**src/crs_pkg.sv**
```systemverilog
// package: constants and types for the cpu register set
package crs_pkg;
	localparam int unsigned CRS_XLEN = 32;
	localparam int unsigned CRS_NGPR = 32;
	localparam logic [4:0] CRS_GPR_ZERO = 5'h00;
	localparam logic [4:0] CRS_GPR_STR_DST_OFS = 5'h1a;
	localparam logic [4:0] CRS_GPR_STR_SRC_OFS = 5'h1b;
	localparam logic [4:0] CRS_GPR_STR_LEN = 5'h1c;
	localparam logic [4:0] CRS_GPR_STR_DST = 5'h1d;
	localparam logic [4:0] CRS_GPR_STR_SRC = 5'h1e;
	localparam logic [4:0] CRS_GPR_LINK = 5'h1f;
	// system register numbers
	localparam logic [4:0] CRS_SR_EXC_PC = 5'h00;
	localparam logic [4:0] CRS_SR_EXC_PSW = 5'h01;
	localparam logic [4:0] CRS_SR_FAT_PC = 5'h02;
	localparam logic [4:0] CRS_SR_FAT_PSW = 5'h03;
	localparam logic [4:0] CRS_SR_CAUSE = 5'h04;
	localparam logic [4:0] CRS_SR_PSW = 5'h05;
	localparam logic [4:0] CRS_SR_IDENT = 5'h06;
	localparam logic [4:0] CRS_SR_FPCTL = 5'h07;
	localparam logic [4:0] CRS_SR_ICCTL = 5'h18;
	localparam logic [4:0] CRS_SR_TRAP = 5'h19;
	// cause register halves
	localparam int unsigned CRS_CAUSE_HALF = 16;
	localparam int unsigned CRS_CAUSE_FAT_LSB = 16;
	// reset values
	localparam logic [31:0] CRS_PC_RESET = 32'h0ffffff0;
	localparam logic [31:0] CRS_ZERO = 32'h00000000;
	// gpr write port group
	typedef struct packed {
		logic en;
		logic [4:0] idx;
		logic [31:0] data;
	} crs_gwr_s;
	// event save request
	typedef struct packed {
		logic exc;
		logic fat;
		logic [15:0] code;
	} crs_evt_s;
	// state
	typedef struct packed {
		logic [31:0] pc;
		logic [31:0] exc_pc;
		logic [31:0] exc_psw;
		logic [31:0] fat_pc;
		logic [31:0] fat_psw;
		logic [15:0] fat_code;
		logic [15:0] exc_code;
		logic [31:0] program_status_word;
		logic [31:0] fpctl;
		logic [31:0] icctl;
		logic [31:0] trap;
		logic [31:0] srd;
	} crs_st_s;
endpackage

```
**src/crs_regset.sv**
```systemverilog
// cpu register set: general registers, program counter and system registers
//
// Contract
// - every gpr, the pc and every system register is 32 bits wide
// - thirty-two gprs, 0 to 31, usable as data or address operands
// - gprs 0 and 26 to 30 offered as implicit operands
// - string ops read fixed gprs 26 to 30 for offsets, length, addresses
// - jump-and-link writes the return address into gpr 31
// - pc bit 0 is always zero
// - reset loads the pc with 0ffffff0
// - exception or interrupt saves pc to sr0 and status to sr1
// - nmi or duplexed exception saves pc to sr2 and status to sr3
// - cause sr4: upper half fatal code, lower half exception code
// - sr5 holds the processor status flags
// - sr6 reads back the cpu type number
// - sr7 contents control floating point operations
// - sr24 contents control the instruction cache
// - sr25 holds a trap address; pc match redirects to fixed address
// - system registers reached only by load/store instructions by number
`timescale 1ns/1ps
`default_nettype none
module crs_regset
	import crs_pkg::*;
#(
	parameter logic [31:0] P_IDENT = 32'h00000a5a, // arbitrary type number
	parameter logic [31:0] P_TRAP_VECTOR = 32'hfffffe00
) (
	// clock and reset
	input wire logic I_CLK,
	input wire logic I_RSTN,
	// gpr read ports
	input wire logic [4:0] I_RA_IDX,
	input wire logic [4:0] I_RB_IDX,
	output logic [31:0] O_RA_DATA,
	output logic [31:0] O_RB_DATA,
	// gpr write port and link write
	input wire crs_gwr_s I_GWR,
	input wire logic I_JAL,
	input wire logic [31:0] I_JAL_RET,
	// implicit string and zero operands
	output logic [31:0] O_STR_DST_OFS,
	output logic [31:0] O_STR_SRC_OFS,
	output logic [31:0] O_STR_LEN,
	output logic [31:0] O_STR_DST,
	output logic [31:0] O_STR_SRC,
	output logic [31:0] O_ZERO,
	// program counter
	input wire logic I_PC_LD,
	input wire logic [31:0] I_PC_NEXT,
	output logic [31:0] O_PC,
	output logic O_TRAP_HIT,
	// system register load/store
	input wire logic I_SR_LOAD,
	input wire logic I_SR_STORE,
	input wire logic [4:0] I_SR_IDX,
	input wire logic [31:0] I_SR_WDATA,
	output logic [31:0] O_SR_RDATA,
	// events and status
	input wire crs_evt_s I_EVT,
	input wire logic I_PSW_WE,
	input wire logic [31:0] I_PSW_NEXT,
	output logic [31:0] O_PSW,
	output logic [31:0] O_FPCTL,
	output logic [31:0] O_ICCTL
);

////////////////////////////////////////////////////////////////////////////////

	logic [31:0] gpr_q [1:CRS_NGPR-1];
	crs_st_s st_q;
	crs_st_s st_d;

	// gpr 0 has no storage, reads are tied low
	function automatic logic [31:0] gpr_rd(input logic [4:0] idx);
		if (idx == CRS_GPR_ZERO) begin
			return CRS_ZERO;
		end
		return gpr_q[idx];
	endfunction

	assign O_RA_DATA = gpr_rd(I_RA_IDX);
	assign O_RB_DATA = gpr_rd(I_RB_IDX);
	assign O_ZERO = CRS_ZERO;
	assign O_STR_DST_OFS = gpr_q[CRS_GPR_STR_DST_OFS];
	assign O_STR_SRC_OFS = gpr_q[CRS_GPR_STR_SRC_OFS];
	assign O_STR_LEN = gpr_q[CRS_GPR_STR_LEN];
	assign O_STR_DST = gpr_q[CRS_GPR_STR_DST];
	assign O_STR_SRC = gpr_q[CRS_GPR_STR_SRC];

////////////////////////////////////////////////////////////////////////////////

	// link write takes priority over a plain write to the same cycle
	genvar gi;
	generate
		for (gi = 1; gi < CRS_NGPR; gi++) begin : g_gpr
			always_ff @(posedge I_CLK) begin
				if (!I_RSTN) begin
					gpr_q[gi] <= CRS_ZERO;
				end else if (I_JAL && gi == CRS_GPR_LINK) begin
					gpr_q[gi] <= I_JAL_RET;
				end else if (I_GWR.en && I_GWR.idx == gi) begin
					gpr_q[gi] <= I_GWR.data;
				end
			end
			// per register, so a write that lands in the wrong slot is caught too
			a_gpr_store: assert property (@(posedge I_CLK) disable iff (!I_RSTN)
				I_GWR.en && I_GWR.idx == gi && !(I_JAL && gi == CRS_GPR_LINK)
				|=> gpr_q[gi] == $past(I_GWR.data)) else $error("gpr write lost");
			a_gpr_keep: assert property (@(posedge I_CLK) disable iff (!I_RSTN)
				!(I_GWR.en && I_GWR.idx == gi) && !(I_JAL && gi == CRS_GPR_LINK)
				|=> $stable(gpr_q[gi])) else $error("gpr changed unasked");
		end
	endgenerate

////////////////////////////////////////////////////////////////////////////////

	function automatic logic sr_known(input logic [4:0] idx);
		return (idx <= CRS_SR_FPCTL) || (idx == CRS_SR_ICCTL) || (idx == CRS_SR_TRAP);
	endfunction

	logic trap_hit;
	logic sr_we;
	assign trap_hit = (st_q.pc == {st_q.trap[31:1], 1'b0});
	assign sr_we = I_SR_LOAD && sr_known(I_SR_IDX);

	always_comb begin
		st_d = st_q;
		// pipeline pc update, trap redirect wins
		if (trap_hit) begin
			st_d.pc = {P_TRAP_VECTOR[31:1], 1'b0};
		end else if (I_PC_LD) begin
			st_d.pc = {I_PC_NEXT[31:1], 1'b0};
		end
		if (I_PSW_WE) begin
			st_d.program_status_word = I_PSW_NEXT;
		end
		// software loads by number
		if (sr_we) begin
			case (I_SR_IDX)
				CRS_SR_EXC_PC: st_d.exc_pc = I_SR_WDATA;
				CRS_SR_EXC_PSW: st_d.exc_psw = I_SR_WDATA;
				CRS_SR_FAT_PC: st_d.fat_pc = I_SR_WDATA;
				CRS_SR_FAT_PSW: st_d.fat_psw = I_SR_WDATA;
				CRS_SR_PSW: st_d.program_status_word = I_SR_WDATA;
				CRS_SR_FPCTL: st_d.fpctl = I_SR_WDATA;
				CRS_SR_ICCTL: st_d.icctl = I_SR_WDATA;
				CRS_SR_TRAP: st_d.trap = I_SR_WDATA;
				default: st_d.srd = st_q.srd;
			endcase
		end
		// hardware saves override a software load in the same cycle
		if (I_EVT.exc) begin
			st_d.exc_pc = st_q.pc;
			st_d.exc_psw = st_q.program_status_word;
			st_d.exc_code = I_EVT.code;
		end
		if (I_EVT.fat) begin
			st_d.fat_pc = st_q.pc;
			st_d.fat_psw = st_q.program_status_word;
			st_d.fat_code = I_EVT.code;
		end
		// store read data registered; reserved numbers give zero
		st_d.srd = CRS_ZERO;
		if (I_SR_STORE) begin
			case (I_SR_IDX)
				CRS_SR_EXC_PC: st_d.srd = st_q.exc_pc;
				CRS_SR_EXC_PSW: st_d.srd = st_q.exc_psw;
				CRS_SR_FAT_PC: st_d.srd = st_q.fat_pc;
				CRS_SR_FAT_PSW: st_d.srd = st_q.fat_psw;
				CRS_SR_CAUSE: st_d.srd = {st_q.fat_code, st_q.exc_code};
				CRS_SR_PSW: st_d.srd = st_q.program_status_word;
				CRS_SR_IDENT: st_d.srd = P_IDENT;
				CRS_SR_FPCTL: st_d.srd = st_q.fpctl;
				CRS_SR_ICCTL: st_d.srd = st_q.icctl;
				CRS_SR_TRAP: st_d.srd = st_q.trap;
				default: st_d.srd = CRS_ZERO;
			endcase
		end
	end

	always_ff @(posedge I_CLK) begin
		if (!I_RSTN) begin
			st_q <= '0;
			st_q.pc <= CRS_PC_RESET;
		end else begin
			st_q <= st_d;
		end
	end

	assign O_PC = st_q.pc;
	assign O_TRAP_HIT = trap_hit;
	assign O_SR_RDATA = st_q.srd;
	assign O_PSW = st_q.program_status_word;
	assign O_FPCTL = st_q.fpctl;
	assign O_ICCTL = st_q.icctl;

////////////////////////////////////////////////////////////////////////////////

	// general registers and implicit operands
	a_zero_read: assert property (@(posedge I_CLK) disable iff (!I_RSTN)
		I_RA_IDX == CRS_GPR_ZERO |-> O_RA_DATA == CRS_ZERO) else $error("gpr0 not zero");

	a_rb_zero: assert property (@(posedge I_CLK) disable iff (!I_RSTN)
		I_RB_IDX == CRS_GPR_ZERO |-> O_RB_DATA == CRS_ZERO)
		else $error("gpr0 not zero on port b");

	a_zero_port: assert property (@(posedge I_CLK) disable iff (!I_RSTN)
		O_ZERO == CRS_ZERO)
		else $error("zero operand not zero");

	a_str_dofs: assert property (@(posedge I_CLK) disable iff (!I_RSTN)
		I_GWR.en && I_GWR.idx == CRS_GPR_STR_DST_OFS |=> O_STR_DST_OFS == $past(I_GWR.data))
		else $error("string dest offset wrong");

	a_str_sofs: assert property (@(posedge I_CLK) disable iff (!I_RSTN)
		I_GWR.en && I_GWR.idx == CRS_GPR_STR_SRC_OFS |=> O_STR_SRC_OFS == $past(I_GWR.data))
		else $error("string source offset wrong");

	a_str_len: assert property (@(posedge I_CLK) disable iff (!I_RSTN)
		I_GWR.en && I_GWR.idx == CRS_GPR_STR_LEN |=> O_STR_LEN == $past(I_GWR.data))
		else $error("string length wrong");

	a_str_dst: assert property (@(posedge I_CLK) disable iff (!I_RSTN)
		I_GWR.en && I_GWR.idx == CRS_GPR_STR_DST |=> O_STR_DST == $past(I_GWR.data))
		else $error("string dest address wrong");

	a_str_src: assert property (@(posedge I_CLK) disable iff (!I_RSTN)
		I_GWR.en && I_GWR.idx == CRS_GPR_STR_SRC |=> O_STR_SRC == $past(I_GWR.data))
		else $error("string source address wrong");

	a_link_write: assert property (@(posedge I_CLK) disable iff (!I_RSTN)
		I_JAL ##1 (I_RA_IDX == CRS_GPR_LINK) |-> O_RA_DATA == $past(I_JAL_RET))
		else $error("link not written");

	a_link_prio: assert property (@(posedge I_CLK) disable iff (!I_RSTN)
		I_JAL && I_GWR.en && I_GWR.idx == CRS_GPR_LINK |=> gpr_q[CRS_GPR_LINK] == $past(I_JAL_RET))
		else $error("link lost to plain write");

	// program counter and reset
	a_pc_even: assert property (@(posedge I_CLK) disable iff (!I_RSTN)
		O_PC[0] == 1'b0) else $error("pc bit 0 set");

	a_pc_load: assert property (@(posedge I_CLK) disable iff (!I_RSTN)
		I_PC_LD && !O_TRAP_HIT |=> O_PC == {$past(I_PC_NEXT[31:1]), 1'b0})
		else $error("pc load wrong");

	a_pc_hold: assert property (@(posedge I_CLK) disable iff (!I_RSTN)
		!I_PC_LD && !O_TRAP_HIT |=> $stable(O_PC))
		else $error("pc moved unasked");

	a_pc_reset: assert property (@(posedge I_CLK)
		!I_RSTN |=> O_PC == CRS_PC_RESET) else $error("pc reset value wrong");

	a_reset_clear: assert property (@(posedge I_CLK)
		!I_RSTN |=> O_SR_RDATA == CRS_ZERO && O_PSW == CRS_ZERO)
		else $error("state not cleared by reset");

	// event saves and cause
	a_exc_save: assert property (@(posedge I_CLK) disable iff (!I_RSTN)
		I_EVT.exc |=> st_q.exc_pc == $past(O_PC) && st_q.exc_psw == $past(O_PSW))
		else $error("exception save wrong");

	a_exc_store: assert property (@(posedge I_CLK) disable iff (!I_RSTN)
		I_SR_STORE && I_SR_IDX == CRS_SR_EXC_PC |=> O_SR_RDATA == $past(st_q.exc_pc))
		else $error("exception pc read wrong");

	a_fat_save: assert property (@(posedge I_CLK) disable iff (!I_RSTN)
		I_EVT.fat |=> st_q.fat_pc == $past(O_PC) && st_q.fat_code == $past(I_EVT.code))
		else $error("fatal save wrong");

	a_fat_psw: assert property (@(posedge I_CLK) disable iff (!I_RSTN)
		I_EVT.fat |=> st_q.fat_psw == $past(O_PSW))
		else $error("fatal status save wrong");

	a_fat_store: assert property (@(posedge I_CLK) disable iff (!I_RSTN)
		I_SR_STORE && I_SR_IDX == CRS_SR_FAT_PC |=> O_SR_RDATA == $past(st_q.fat_pc))
		else $error("fatal pc read wrong");

	a_cause_read: assert property (@(posedge I_CLK) disable iff (!I_RSTN)
		I_SR_STORE && I_SR_IDX == CRS_SR_CAUSE && !I_EVT.exc && !I_EVT.fat
		|=> O_SR_RDATA[15:0] == $past(st_q.exc_code)) else $error("cause low half wrong");

	a_cause_high: assert property (@(posedge I_CLK) disable iff (!I_RSTN)
		I_SR_STORE && I_SR_IDX == CRS_SR_CAUSE |=> O_SR_RDATA[31:16] == $past(st_q.fat_code))
		else $error("cause high half wrong");

	a_exc_code: assert property (@(posedge I_CLK) disable iff (!I_RSTN)
		I_EVT.exc |=> st_q.exc_code == $past(I_EVT.code))
		else $error("exception code not saved");

	// cause is read-only: only events may change it
	a_cause_keep: assert property (@(posedge I_CLK) disable iff (!I_RSTN)
		!I_EVT.exc && !I_EVT.fat |=> $stable({st_q.fat_code, st_q.exc_code}))
		else $error("cause changed without event");

	// status, identity and control words
	a_psw_update: assert property (@(posedge I_CLK) disable iff (!I_RSTN)
		I_PSW_WE && !(I_SR_LOAD && I_SR_IDX == CRS_SR_PSW) |=> O_PSW == $past(I_PSW_NEXT))
		else $error("status update lost");

	a_psw_load: assert property (@(posedge I_CLK) disable iff (!I_RSTN)
		I_SR_LOAD && I_SR_IDX == CRS_SR_PSW |=> O_PSW == $past(I_SR_WDATA))
		else $error("status load lost");

	a_psw_store: assert property (@(posedge I_CLK) disable iff (!I_RSTN)
		I_SR_STORE && I_SR_IDX == CRS_SR_PSW |=> O_SR_RDATA == $past(O_PSW))
		else $error("status read wrong");

	a_ident_read: assert property (@(posedge I_CLK) disable iff (!I_RSTN)
		I_SR_STORE && I_SR_IDX == CRS_SR_IDENT |=> O_SR_RDATA == P_IDENT)
		else $error("ident wrong");

	a_fpctl_load: assert property (@(posedge I_CLK) disable iff (!I_RSTN)
		I_SR_LOAD && I_SR_IDX == CRS_SR_FPCTL |=> O_FPCTL == $past(I_SR_WDATA))
		else $error("fp control not loaded");

	a_fpctl_store: assert property (@(posedge I_CLK) disable iff (!I_RSTN)
		I_SR_STORE && I_SR_IDX == CRS_SR_FPCTL |=> O_SR_RDATA == $past(O_FPCTL))
		else $error("fp control read wrong");

	a_icctl_load: assert property (@(posedge I_CLK) disable iff (!I_RSTN)
		I_SR_LOAD && I_SR_IDX == CRS_SR_ICCTL |=> O_ICCTL == $past(I_SR_WDATA))
		else $error("cache control not loaded");

	a_icctl_store: assert property (@(posedge I_CLK) disable iff (!I_RSTN)
		I_SR_STORE && I_SR_IDX == CRS_SR_ICCTL |=> O_SR_RDATA == $past(O_ICCTL))
		else $error("cache control read wrong");

	// address trap
	a_trap_load: assert property (@(posedge I_CLK) disable iff (!I_RSTN)
		I_SR_LOAD && I_SR_IDX == CRS_SR_TRAP |=> st_q.trap == $past(I_SR_WDATA))
		else $error("trap address not loaded");

	a_trap_jump: assert property (@(posedge I_CLK) disable iff (!I_RSTN)
		O_TRAP_HIT |=> O_PC == {P_TRAP_VECTOR[31:1], 1'b0}) else $error("trap not taken");

	// access by number only
	a_rdata_idle: assert property (@(posedge I_CLK) disable iff (!I_RSTN)
		!I_SR_STORE |=> O_SR_RDATA == CRS_ZERO)
		else $error("read data without store");

	a_no_load: assert property (@(posedge I_CLK) disable iff (!I_RSTN)
		!I_SR_LOAD && !I_EVT.exc && !I_EVT.fat
		|=> $stable(O_FPCTL) && $stable(O_ICCTL) && $stable(st_q.trap)
		&& $stable(st_q.exc_pc) && $stable(st_q.fat_pc)) else $error("sr changed without load");

	a_reserved_zero: assert property (@(posedge I_CLK) disable iff (!I_RSTN)
		I_SR_STORE && !sr_known(I_SR_IDX) && I_SR_IDX != CRS_SR_CAUSE
		&& I_SR_IDX != CRS_SR_IDENT |=> O_SR_RDATA == CRS_ZERO)
		else $error("reserved sr not zero");

	a_reserved_load: assert property (@(posedge I_CLK) disable iff (!I_RSTN)
		I_SR_LOAD && !sr_known(I_SR_IDX)
		|=> $stable(O_FPCTL) && $stable(O_ICCTL) && $stable(st_q.trap))
		else $error("reserved load had effect");

endmodule
`default_nettype wire

```
**config.mk**
```make
export PLATFORM = sky130hd
export DESIGN_NAME = crs_regset
export DESIGN_NICKNAME = d
export VERILOG_FILES = /design/src/crs_pkg.sv /design/src/crs_regset.sv
export SDC_FILE = /design/constraint.sdc
export NUM_CORES = 2
export LEC_CHECK = 0
export BUFFER_PORTS_ARGS = -buffer_cell sky130_fd_sc_hd__buf_2
export CAP_MARGIN = 15
export CORE_UTILIZATION = 61
export DETAILED_ROUTE_END_ITERATION = 10
export PLACE_DENSITY = 0.81
export SYNTH_ARGS = -nofsm -noshare
export SYNTH_HDL_FRONTEND = slang
export SYNTH_SLANG_ARGS = --single-unit
```
**constraint.sdc**
```tcl
create_clock -name I_CLK -period 4.8 [get_ports I_CLK]
set_input_delay 0.24 -clock I_CLK [delete_from_list [all_inputs] [get_ports I_CLK]]
set_output_delay 0.24 -clock I_CLK [all_outputs]
set_load 0.05 [all_outputs]
```
==> qor.yml <==
status: "finished clean"
avgSynthCellArea_um2: 11.8
multi_input_area_um2: 30800
grt_util_met3_pct: 14.5
cp_max_fo: 58
yosysUniqueCellTypes: 61
cts_buffer_depth: 3
area_growth_pct: 12.4
final_hold_viol_count: 0
synth_edf_count: 992
criticalPathCategory: "in -> out"
relSlewSlack_pct: 15.0
vdd_ir_drop_max_mv: 0.348
antenna_found_initial: 35
grt_pass1_vias: 54500
fillerInstances: 7680
place_inst: 7461
wl_per_cell_um: 32.2
met2_usage_pct: 62.7
grt_pass1_wl_um: 361000
die_x_um: 343
routabilityCongestion: 0.947
drive_gt1_share_pct: 23.9
firstDrtPassIters: 9
critPathRequiredTime_ns: 4.56
via_count: 55500
fin_tns_setup_ns: 0
htreeDepth: 4
cap_viol_max_count: 0
synth_ff_type: "edfxtp_1"
cts_buffers: 140
clock_skew_ns: 0.0226
ctsRootBufferMaster: "clkbuf_16"
slew_viol_final: 0
start_kind: "input port"
setup_viol: 0
synthArstFlopShare_pct: 0
routed_wirelength_um: 253000
drc: 0
final_cell_mix: "edfxtp_1 (992), and2_1 (965), mux2i_1 (594)"
portBuffers: 588
cts_sinks: 1343
clock_latency_ns: 0.80
initial_core_util_pct: 61.8
grtUsageTotal_pct: 42.1
p_per_area_nw_per_um2: 357
clk_pin_slew_ns: 0.06
grt_overflow: 0
drtAntennaViolNets: 0
avgViaCountPerCell: 7.04
grt_start_max_net_pins: 198
seq_area_frac_synth_pct: 51.9
cp-end-kind: "output pin"
cts_tree: "built"
hp-class: "in -> reg"
tightest_slew_ns: 1.27
dp_hpwl_um: 157000
core_area_um2: 115000
cts_resized: 0
rsz0062_at_grt: "no"
grt_busiest_layer: "met2"
worst_ep_arrival_time_ns: 3.70
pin_count: 623
die_y_um: 343
final_core_util_pct: 69.5
regArea_um2: 36800
layout.nets: 6449
fmax_mhz: 254
drtIter0Drc: 9226
use_met1_pct: 51.3
fin_cells: 7882
fin_crit_ns: 3.94
ys_warn_count: 0
power_leakage_uw: 0.0303
syn_area_um2: 71000
syn_inst: 5990
synth_seq_cells: 1343
die-area_um2: 118000
final_common_cell: "edfxtp_1"
rows: 124
fin_crit_sh_pct: 82.1
area by class of cell:
class                           instances  share of cell area (%)
Antenna cell                           13                  0.0408
Clock buffer                          191                    4.81
Clock inverter                         65                   0.778
Inverter                                3                  0.0235
Multi-Input combinational cell       3867                    38.6
Sequential cell                      1343                    46.1
Tap cell                             1512                    2.37
Timing Repair Buffer                  888                    7.24
registers in the layout (all words and copies together), names as in the netlist:
name        cells
O_PSW          32
O_PC           31
O_ICCTL        32
O_SR_RDATA     32
st_q          192
gpr_q         992
O_FPCTL        32
per-stage QoR:
step	setup WS (ns)	hold WS [ns]	instance area, µm²	power, µW
2_1_floorplan	1.07	0.368	71100	16400
3_3_place_gp	1.22	0.443	73700	17600
3_5_place_dp	1.12	0.460	73700	17700
4_1_cts	1.12	0.0234	79700	28300
5_1_grt	0.988	0.0761	79800	29000
6_report	0.858	0.0682	79800	28500
where the power goes:
part / internal [µW] / leakage [µW] / total (µW) / switching (µW)
clock network: 5890 / 0.00216 / 10700 / 4820
registers: 13100 / 0.0124 / 13500 / 429
logic: 1390 / 0.0157 / 4290 / 2910
total: 20400 / 0.0303 / 28500 / 8150
per-layer routing:
metal  wire length (µm)  part of all wire [%]
met3              39500                    16
met5                209                 0.082
met4              21900                   8.6
met2             111000                    44
met1              81300                    32
cells in the mapped netlist, drive strengths merged (3+ instances only):
cell type  count  area (µm²)
a22oi         14         105
or3            6        37.5
o21a           4        30.0
o2bb2ai       20         175
mux2         294        3310
nor2         211         813
xor2          20         175
xnor2         11        96.3
clkbuf       420        1580
nor2b         10        62.6
nand3         19         100
dfxtp        351        7030
mux2i        594        5950
a31oi         32         200
nor4           9        77.6
mux4         192        4320
and3           3        23.8
nor3          80         405
o22ai        129         807
nand2b        12        75.1
or2            3        18.8
a21oi        262        1310
a211oi        67         503
o211ai        64         480
edfxtp       992       29800
o21ai        220        1100
and2         968        6060
nor3b          3        22.5
a222oi        30         300
nand2        285        1070
a22o         126        1100
a221oi       129        1130
nand4          5        31.3
buf          389        2570
critical path, stage by stage:
cell	delay, ns
buf_8	0.46
nand2_1	0.77
o22ai_1	0.67
o21ai_0	0.24
o211ai_1	0.24
o21ai_0	0.55
buf_2	0.42
cell families after synthesis:
logic type,after synthesis,share of synthesized area (%)
AO/OA/AOI/OAI,1102,10.3
XOR/XNOR,31,0.383
buffers and inverters,812,5.85
flip-flops,1343,51.9
multiplexers,1080,19.1
other,1,0.00528
AND/OR/NAND/NOR,1621,12.5
final timing paths:
| kind | cells past startpoint | start | slack [ns] | to |
|---|---|---|---|---|
| hold / removal | 3 | I_EVT[16] | 0.07 | st_q[183]$_SDFFE_PN0P_ |
| setup / recovery | 7 | I_RA_IDX[0] | 0.86 | O_RA_DATA[0] |
| setup reg to reg | 6 | O_PC[22]$_SDFFE_PP1P_ | 1.76 | O_PC[5]$_SDFFE_PN1P_ |
| hold reg to reg | 2 | st_q[32]$_SDFFE_PN0P_ | 0.47 | st_q[32]$_SDFFE_PN0P_ |
what timing repair did:
| item | CTS | global route |
|---|---|---|
| buffers inserted | 0 | 0 |
| hold buffers | 150 | 0 |
| hold endpoints to repair | 353 | 0 |
Note: power is estimated with default switching activity, not from simulation.
